### src/shared/adc_avg_regs.vh
// constants for the four-channel converter averaging block
// assumes inclusion by bare name from design files
`ifndef ADC_AVG_REGS_VH
`define ADC_AVG_REGS_VH

`define NUM_CHANNELS        4
`define SAMPLE_WIDTH        32
`define AVG_TAPS            16
`define AVG_SHIFT           4
`define SUM_WIDTH           36
`define CLOCK_DIVIDE        2
`define OVERSAMPLING_RATIO  2048
`define RATIO_WIDTH         11
`define RATIO_LAST          11'h7ff
`define RATIO_ZERO          11'h000
`define SAMPLE_RATE_HZ      3000
`define SAMPLE_PERIOD_US    333
`define CONV_CLOCK_MAX_KHZ  6500
`define SYS_CLOCK_KHZ       12288
`define SAMPLE_ZERO         32'h0000_0000
`define SUM_ZERO            36'h0_0000_0000
`define INDEX_ZERO          4'h0
`define INDEX_STEP          4'h1

`endif

### src/core/moving_average.v
// one channel of a 16-tap equal-weight moving average
// assumes sample_valid pulses once per completed conversion
`timescale 1ns/1ps
`include "adc_avg_regs.vh"

module moving_average (
  // clock and reset
  input  wire                       clk_sys,
  input  wire                       rstn,
  // incoming sample
  input  wire                       sample_valid,
  input  wire signed [31:0]         sample_in,
  // averaged result
  output reg  signed [31:0]         average_out
);

  // ******************************************************
  // history and running sum
  // ******************************************************
  reg signed  [`SAMPLE_WIDTH-1:0] history [0:`AVG_TAPS-1];
  reg         [`AVG_SHIFT-1:0]    write_index;
  reg signed  [`SUM_WIDTH-1:0]    running_sum;
  wire signed [`SUM_WIDTH-1:0]    next_sum;
  integer                         i;

  // sign-extend one sample to the sum width
  function signed [`SUM_WIDTH-1:0] widen;
    input signed [`SAMPLE_WIDTH-1:0] value;
    begin
      widen = {{(`SUM_WIDTH-`SAMPLE_WIDTH){value[`SAMPLE_WIDTH-1]}}, value};
    end
  endfunction

  // add newest, drop oldest; 36 bits hold sixteen 32-bit values
  assign next_sum = running_sum + widen(sample_in) - widen(history[write_index]);

  always @(posedge clk_sys) begin
    if (!rstn) begin
      for (i = 0; i < `AVG_TAPS; i = i + 1)
        history[i] <= `SAMPLE_ZERO;
      write_index <= `INDEX_ZERO;
      running_sum <= `SUM_ZERO;
      average_out <= `SAMPLE_ZERO;
    end else if (sample_valid) begin
      history[write_index] <= sample_in;
      write_index          <= write_index + `INDEX_STEP;
      running_sum          <= next_sum;
      // divide by 16 as arithmetic shift, sign kept
      average_out          <= next_sum[`SUM_WIDTH-1:`AVG_SHIFT];
    end
  end

endmodule // moving_average

### src/core/adc_averaging.v
// four-channel converter control and moving-average smoothing
// assumes a 12.288 MHz system clock and converter results valid on done pulse
// assumes start may stay high; only the first high cycle after reset counts
// assumes every converter channel finishes on the same shared done pulse
//
// Function
// - start all converter channels together with one shared completion path
// - run channels continuously after one start, no delay between conversions
// - raise a completion event when each conversion finishes
// - oversampling ratio is 2048 modulator clocks per output sample
// - converter clock is system clock divided by two
// - output samples at 3000 Hz, one event about every 333 us
// - input gain stage of every channel stays disabled
// - each channel outputs equal-weight average of last N samples
// - averaging length N is 16 samples
// - N power of two: running sum then arithmetic right shift
`timescale 1ns/1ps
`include "adc_avg_regs.vh"

module adc_averaging (
  // clock and reset
  input  wire                       clk_sys,
  input  wire                       rstn,
  // converter control
  input  wire                       start,
  output reg                        conv_clock,
  output reg                        conv_start,
  // converter configuration
  output wire                       continuous_mode,
  output wire                       input_gain_stage_enable,
  output wire [10:0]                oversampling_ratio,
  // launch status
  output reg                        running,
  // converter results
  input  wire                       conv_done,
  input  wire signed [31:0]         result0,
  input  wire signed [31:0]         result1,
  input  wire signed [31:0]         result2,
  input  wire signed [31:0]         result3,
  // averaged stream
  output reg                        sample_event,
  output reg                        average_valid,
  output wire signed [31:0]         average0,
  output wire signed [31:0]         average1,
  output wire signed [31:0]         average2,
  output wire signed [31:0]         average3
);

  // ******************************************************
  // static configuration
  // ******************************************************
  assign continuous_mode         = 1'b1;
  assign input_gain_stage_enable = 1'b0;

  // ******************************************************
  // oversampling ratio, sent as ratio minus one
  // ******************************************************
  assign oversampling_ratio      = `RATIO_LAST;

  // ******************************************************
  // converter clock, divide by two
  // ******************************************************
  reg next_conv_clock;

  always @* begin
    next_conv_clock = ~conv_clock;
  end

  always @(posedge clk_sys) begin
    if (!rstn)
      conv_clock <= 1'b0;
    else
      conv_clock <= next_conv_clock;
  end

  // ******************************************************
  // single start, then free running
  // ******************************************************
  localparam [1:0] ST_IDLE   = 2'b00;
  localparam [1:0] ST_LAUNCH = 2'b01;
  localparam [1:0] ST_RUN    = 2'b10;

  reg [1:0] state;
  reg [1:0] next_state;
  reg       next_conv_start;
  reg       next_running;

  // ******************************************************
  // launch decision
  // ******************************************************
  // a held start must not relaunch, so only the idle
  // state answers it; reset is the only way back
  always @* begin
    next_state      = state;
    next_conv_start = 1'b0;
    next_running    = running;
    case (state)
      ST_IDLE: begin
        if (start) begin
          next_state      = ST_LAUNCH;
          next_conv_start = 1'b1; // one shared start for all channels
          next_running    = 1'b1;
        end
      end

      ST_LAUNCH: begin
        next_state   = ST_RUN;
        next_running = 1'b1;
      end

      ST_RUN: begin
        next_state   = ST_RUN; // later starts ignored
        next_running = 1'b1;
      end

      default: begin
        next_state   = ST_IDLE;
        next_running = 1'b0;
      end
    endcase
  end

  // ******************************************************
  // launch registers
  // ******************************************************
  always @(posedge clk_sys) begin
    if (!rstn) begin
      state      <= ST_IDLE;
      conv_start <= 1'b0;
      running    <= 1'b0;
    end else begin
      state      <= next_state;
      conv_start <= next_conv_start;
      running    <= next_running;
    end
  end

  // ******************************************************
  // completion event, one path for all channels
  // ******************************************************
  // one accept decision shared by every channel
  function event_accept;
    input done;
    input live;
    begin
      event_accept = done & live;
    end
  endfunction

  // results stand only with the done pulse, so every
  // filter takes them in that same cycle
  wire accept;
  assign accept = event_accept(conv_done, running);

  // ******************************************************
  // averaged stream strobes
  // ******************************************************
  always @(posedge clk_sys) begin
    if (!rstn) begin
      sample_event  <= 1'b0;
      average_valid <= 1'b0;
    end else begin
      sample_event  <= accept;
      average_valid <= sample_event;
    end
  end

  // ******************************************************
  // channel 0 filter
  // ******************************************************
  moving_average u_avg0 (
    .clk_sys      (clk_sys),
    .rstn         (rstn),
    .sample_valid (accept),
    .sample_in    (result0),
    .average_out  (average0)
  );

  // ******************************************************
  // channel 1 filter
  // ******************************************************
  moving_average u_avg1 (
    .clk_sys      (clk_sys),
    .rstn         (rstn),
    .sample_valid (accept),
    .sample_in    (result1),
    .average_out  (average1)
  );

  // ******************************************************
  // channel 2 filter
  // ******************************************************
  moving_average u_avg2 (
    .clk_sys      (clk_sys),
    .rstn         (rstn),
    .sample_valid (accept),
    .sample_in    (result2),
    .average_out  (average2)
  );

  // ******************************************************
  // channel 3 filter
  // ******************************************************
  moving_average u_avg3 (
    .clk_sys      (clk_sys),
    .rstn         (rstn),
    .sample_valid (accept),
    .sample_in    (result3),
    .average_out  (average3)
  );

endmodule // adc_averaging

### config.mk
export PLATFORM = sky130hd
export DESIGN_NAME = adc_averaging
export DESIGN_NICKNAME = d
export VERILOG_FILES = /design/src/core/moving_average.v /design/src/core/adc_averaging.v
export VERILOG_INCLUDE_DIRS = /design/src /design/src/shared
export SDC_FILE = /design/constraint.sdc
export NUM_CORES = 2
export LEC_CHECK = 0
export ABC_AREA = 1
export BUFFER_PORTS_ARGS = -buffer_cell sky130_fd_sc_hd__clkbuf_2
export CAP_MARGIN = 10
export CORE_MARGIN = 2
export CORE_UTILIZATION = 60
export CTS_BUF_LIST = sky130_fd_sc_hd__clkbuf_8 sky130_fd_sc_hd__clkbuf_16
export CTS_CLUSTER_DIAMETER = 150
export DETAILED_ROUTE_END_ITERATION = 7
export PLACE_DENSITY = 0.77
export RECOVER_POWER = 25
export SYNTH_ARGS = -nofsm -noshare
export SYNTH_HDL_FRONTEND = slang
export SYNTH_SLANG_ARGS = --single-unit
### constraint.sdc
create_clock -name clk_sys -period 5.1 [get_ports clk_sys]
set_clock_uncertainty 0.1 [all_clocks]
set_input_delay 0.51 -clock clk_sys [delete_from_list [all_inputs] [get_ports clk_sys]]
set_output_delay 0.51 -clock clk_sys [all_outputs]
set_load 0.05 [all_outputs]
# Yosys cells after proc, flatten, opt, wreduce, memory -nomap -nowiden
# Memory sizes are Yosys's and may differ from the RTL's. A register that Yosys moved wholly into a read port is not among the register bits.
# Index checks and enable logic that the tools add are counted.
totals:
  ram_bits: 2048
  regBits: 295
  n_memories: 4
  in_bits: 132
mem_list:
  columns: ["memory", "words", "word_bits", "read_ports", "rd_clocked_by_memory_dff", "write_ports", "line_no", "text"]
  rows:
  - ["u_avg0.history", 16, 32, 1, 1, 16, "moving_average.v:20", "reg signed [`SAMPLE_WIDTH-1:0] history [0:`AVG_TAPS-1];"]
  - ["u_avg1.history", 16, 32, 1, 1, 16, "moving_average.v:20", null]
  - ["u_avg2.history", 16, 32, 1, 1, 16, "moving_average.v:20", null]
  - ["u_avg3.history", 16, 32, 1, 1, 16, "moving_average.v:20", null]
classes:
  bitwise: 2
  mux: 29
  n_eq_ne: 3
  n_addsub: 12
  n_reduce_logical: 7
op_table:
  columns: ["cell", "n"]
  rows:
  - ["$add A36 B32 Y36", 4]
  - ["$sub A36 B32 Y36", 4]
  - ["$mux W32", 4]
  - ["$reduce_or A32 Y1", 4]
  - ["$mux W4", 12]
  - ["$add A4 B1 Y4 const B", 4]
  - ["$mux W1", 10]
  - ["$pmux W2 S2", 1]
  - ["$eq A2 B1 Y1 const B", 1]
  - ["$eq A2 B2 Y1 const B", 1]
  - ["$logic_not A2 Y1", 1]
  - ["$mux W2", 1]
  - ["$ne A2 B2 Y1 const B", 1]
  - ["$pmux W1 S2", 1]
  - ["$reduce_and A2 Y1", 1]
  - ["$reduce_or A2 Y1", 1]
  - ["$and A1 B1 Y1", 1]
  - ["$not A1 Y1", 1]

# Longest topological paths before layout
logic_depth:
  depth_word: 6
  mapped_depth: 25
  ltp_nobuf: 23

# Hierarchy
# A second synthesis with hierarchy kept.
unflattened:
  hier_cells: 11516
  hier_area_um2: 113532.6
by_module_without_submodules:
  columns: ["module", "instances", "area_per_inst_um2", "cells_per_inst", "seq_area_each_um2"]
  rows:
  - ["moving_average (u_avg1 ...)", 2, 28277.1, 2864, 16255.6]
  - ["moving_average (u_avg3)", 1, 28334.7, 2868, 16255.6]
  - ["moving_average (u_avg0)", 1, 28247.1, 2868, 16255.6]
  - ["adc_averaging", 1, 396.6, 52, 140.1]

# Worst setup path before layout
# No wires, ideal clock.
synth_path:
  path_kind: "flip-flop to flip-flop"
  start: "reg (tool-made name)"
  end: "reg u_avg1.running_sum[32]"
  setup_slack_ns: 1.786
  period_less_slack_ns: 3.314
  stages_incl_launch_ff: 24
  arrival_time_ns: 3.105
  setup_time_ns: 0.109
  path_cell_list: "dfxtp_1 > buf_4 > buf_6 > buf_6 > mux2i_1 > o21ai_0 > o211ai_1 > nand2_1 > ha_1 > inv_1 > ha_1 > fa_1 > nand3_1 > nand3_1 > nand2_1 > nand2_1 > nand2_1 > nand2_1 > nand2_1 > nand2_1 > nand2_1 > nand3_1 > nand2_1 > inv_1"
synth_lines:
  columns: ["item", "line_no", "text"]
  rows:
  - ["to (signal assigned)", "moving_average.v:42", "running_sum <= `SUM_ZERO;"]
  - ["to (signal assigned)", "moving_average.v:47", "running_sum <= next_sum;"]
  - ["to (decl)", "moving_average.v:22", "reg signed [`SUM_WIDTH-1:0] running_sum;"]

==> results.md <==
- Status: finished, violations left
- Violated checks: capacitance limit, slew limit
- Max Clk Rate: 0.2099 GHz
- Area of the multi-input gates: 37,700 sq um
- Power per cell area: 423.4 nW/um^2
- Compound-cell area share of the yosys netlist: 10.72%
- Root Driver: clkbuf_16
- Post-synthesis adder-cell area fraction: 4.318%
- Nets: 11,800
- Syn Std Cell Area: 113,300 sq um
- Required time worst endpoint: 5.54 ns
- Place WS: 0.7021 ns
- Initial antenna violation count: 2
- Initial core utilization: 60.39%
- Post-synth EDFFs: 2,048
- DR vias/cell: 6.056
- Delay-heaviest family, CP: buffers and inverters
- Synth warn: 0
- CTS Sinks: 2,231
- DRT Wirelength: 345,000 microns
- Buf/Inv on CP: 5
- Final Critical Period: 4.764 ns
- Yosys reg bits: 2,231
- Async SR Flop Fraction: 0%
- Synth area leaders: edfxtp_1, nor2_1, inv_1, mux2i_1, a21oi_1
- GPL Wtd Cong: 0.9587
- Register area: 65,210 sq um
- Port buffer count: 264
- Max-slew violations: 357
- Die Ht: 438.5 microns
- Ports: 278
- Rows: 159
- Vias in the first global route: 83,250
- CP max stage delay: 0.89 ns
- Synth Flop Type: edfxtp_1
- Synth Area in XOR/XNOR: 0.5953%
- Largest family of logic cells by synthesized area: simple AND/OR/NAND/NOR gates
- Top cell by count, worst path: nor2_1
- Mapped Cells: 11,450
- Clk slew on worst S/H paths: 0.07 ns
- Grt ovf: 0
- Final critical-path share of the clock period: 93.42%
- CP Class: input port to flop
- Least-Margin Pin Slew: 3.847 ns
- CP Max Fanout: 27
- Final setup fails: 0
- Mapped Avg Cell Area: 9.894 sq um
- Mux cell area share after synthesis: 4.524%
- Post-Place Cells: 13,620
- Die Wd: 438.5 microns
- Worst setup SP type: input port
- Drt pass-1 iters: 7
- Largest net degree at the start of global routing: 129
- Lkg Pwr: 50.12 nW
- H-tree Lvls: 4
- CTS tree: done
- Maximum vdd drop: 0.3661 mV
- Netlist cell types: 38
- Layout fillers: 14,510
- DRC: 0
- Pwr Total: 52.07 mW
- TritonCTS Buffers: 222
- Gr usage total: 35.42%
- Sequential share of the synthesized area: 57.52%
- Area Overhead vs Synth: 8.556%
- Data arrival time of the critical path: 5.21 ns
- RSZ-0062 raised after global routing: false
- DRT iter0 DRCs: 10,930
- DIE AREA: 192,300 sq um
- Max-Cap Viols: 8
- Core area: 187,600 sq um
- CTS Buffer Depth: 3
- Setup_tns: 0 ns
- Clk Latency, worst-skew pair: 0.88 ns
- Post-detail-place hpwl: 208,300 microns
- Worst-path cell chain: dlygate4sd3_1 > buf_6 > clkinvlp_2 > nor2_1 > inv_1 > nor2_1 > nand2_2 > nand2_1 > buf_4
- Vias: 85,090
- Slew headroom: -156.5%
- Slowest cell on crit path: clkinvlp_2
- Hold Path Class: input port to flop
- Yosys top cell area share: 54.29%
- First-pass GRT wire length: 510,500 microns
- Top cell type by total area after synthesis: edfxtp_1
- Worst setup margin: 0.3357 ns
- CP endpoint kind: flop
- CTS resizes: 0
- Final Hold Fails: 0
- WL/cell: 24.55 microns
- Final ANT Viol Nets: 0
- Share of layout cells above drive strength 1: 7.445%
- Post-Synth Simple-Gate Area: 13.05%
- Post-route insts no fill: 14,050
cells in the mapped netlist, types with 164 or more instances:
master / instances
ha_1: 167
a21oi_1: 809
buf_2: 187
o211ai_1: 511
nor2_1: 2309
clkbuf_1: 421
dfxtp_1: 183
nand2_1: 1005
buf_4: 164
inv_1: 1417
o21ai_0: 796
edfxtp_1: 2048
mux2i_1: 512
nand3_1: 329
placed cells by master, fill, tap and decap left out, drive strengths merged, types with 20 or more instances in the layout:
cell / Yosys / layout
dfxtp: 183 / 183
xnor2: 21 / 21
edfxtp: 2048 / 2048
o21ai: 798 / 798
a21oi: 809 / 809
inv: 1423 / 1486
clkinv: 121 / 200
clkbuf: 421 / 544
nor3: 48 / 48
nor2: 2318 / 2318
bufinv: 0 / 20
nand3: 348 / 348
xor2: 56 / 56
mux2i: 512 / 512
nand2: 1005 / 1005
o211ai: 512 / 512
fa: 140 / 140
ha: 167 / 167
buf: 467 / 257
timing repair:
item	in CTS	in global routing
buffers inserted	0	0
endpoints found under the hold margin	16	0
hold buffers	3	0
through the flow:
| step | instance area (sq um) | util [%] | hold slack (ns) |
|---|---|---|---|
| after detailed placement | 116000 | 61.85 | 0.3145 |
| after floorplan | 113300 | - | 0.3353 |
| after global routing | 123000 | 65.55 | 0.05851 |
| after CTS | 123400 | 65.77 | 0.004264 |
| after global placement | 116000 | 61.85 | 0.3061 |
| final | 123000 | 65.55 | 0.05151 |
cells by family after synthesis:
| kind of cell | Yosys count |
|---|---|
| AND/OR/NAND/NOR | 3736 |
| buffers and inverters | 2432 |
| flip-flops | 2231 |
| AO/OA/AOI/OAI | 2153 |
| multiplexers | 512 |
| adder cells (fa/ha/maj) | 307 |
| XOR/XNOR | 77 |
| other | 2 |
metal layers:
layer	global-route usage (%)	vias up	part of all wire (%)
li1	-	37980	-
met1	45.27	40700	36
met2	56.91	5359	46
met3	5.527	1056	10
met4	22.14	0	7.1
met5	0	-	0
tightest hold or removal path: stages:
cell and delay [ns]:
clkbuf_2 0.15, ha_1 0.14, o21ai_0 0.07, a21oi_1 0.10
state kept, by name, summed over array words and instances (netlist names), 32 cells and up, named ones only:
| name | flops |
|---|---|
| u_avg1.history | 512 |
| u_avg2.history | 512 |
| u_avg1.running_sum | 36 |
| u_avg3.running_sum | 36 |
| u_avg3.history | 512 |
| u_avg2.average_out | 32 |
| u_avg0.running_sum | 36 |
| u_avg0.history | 512 |
power breakdown:
part	switching [mW]	internal, mW	leakage [nW]
Clock	7.16	9.38	3.80
Combinational	9.81	4.32	23.6
Sequential	0.596	20.8	22.7
Total	17.6	34.5	50.1
cell type report:
cell class                 instances  area share [%]
antenna                            5         0.01017
clock buffer                     245           4.857
clock inverter                   174           1.109
inverter                        1544           4.726
multi-input combinational       6798           30.66
sequential                      2231           53.03
tap                             2495           2.538
timing repair buffer             559           3.074
final timing paths:
| path | startpoint | to | slack [ns] | cells after the start |
|---|---|---|---|---|
| setup / recovery | rstn | u_avg2.history[12][15] | 0.34 | 9 |
| hold / removal | result2[0] | u_avg2.running_sum[0] | 0.05 | 4 |
| setup reg to reg | flop | u_avg1.running_sum[28] | 0.57 | 19 |
| hold reg to reg | conv_clock | conv_clock | 0.33 | 1 |
Note: power is estimated with default switching activity, not from simulation.
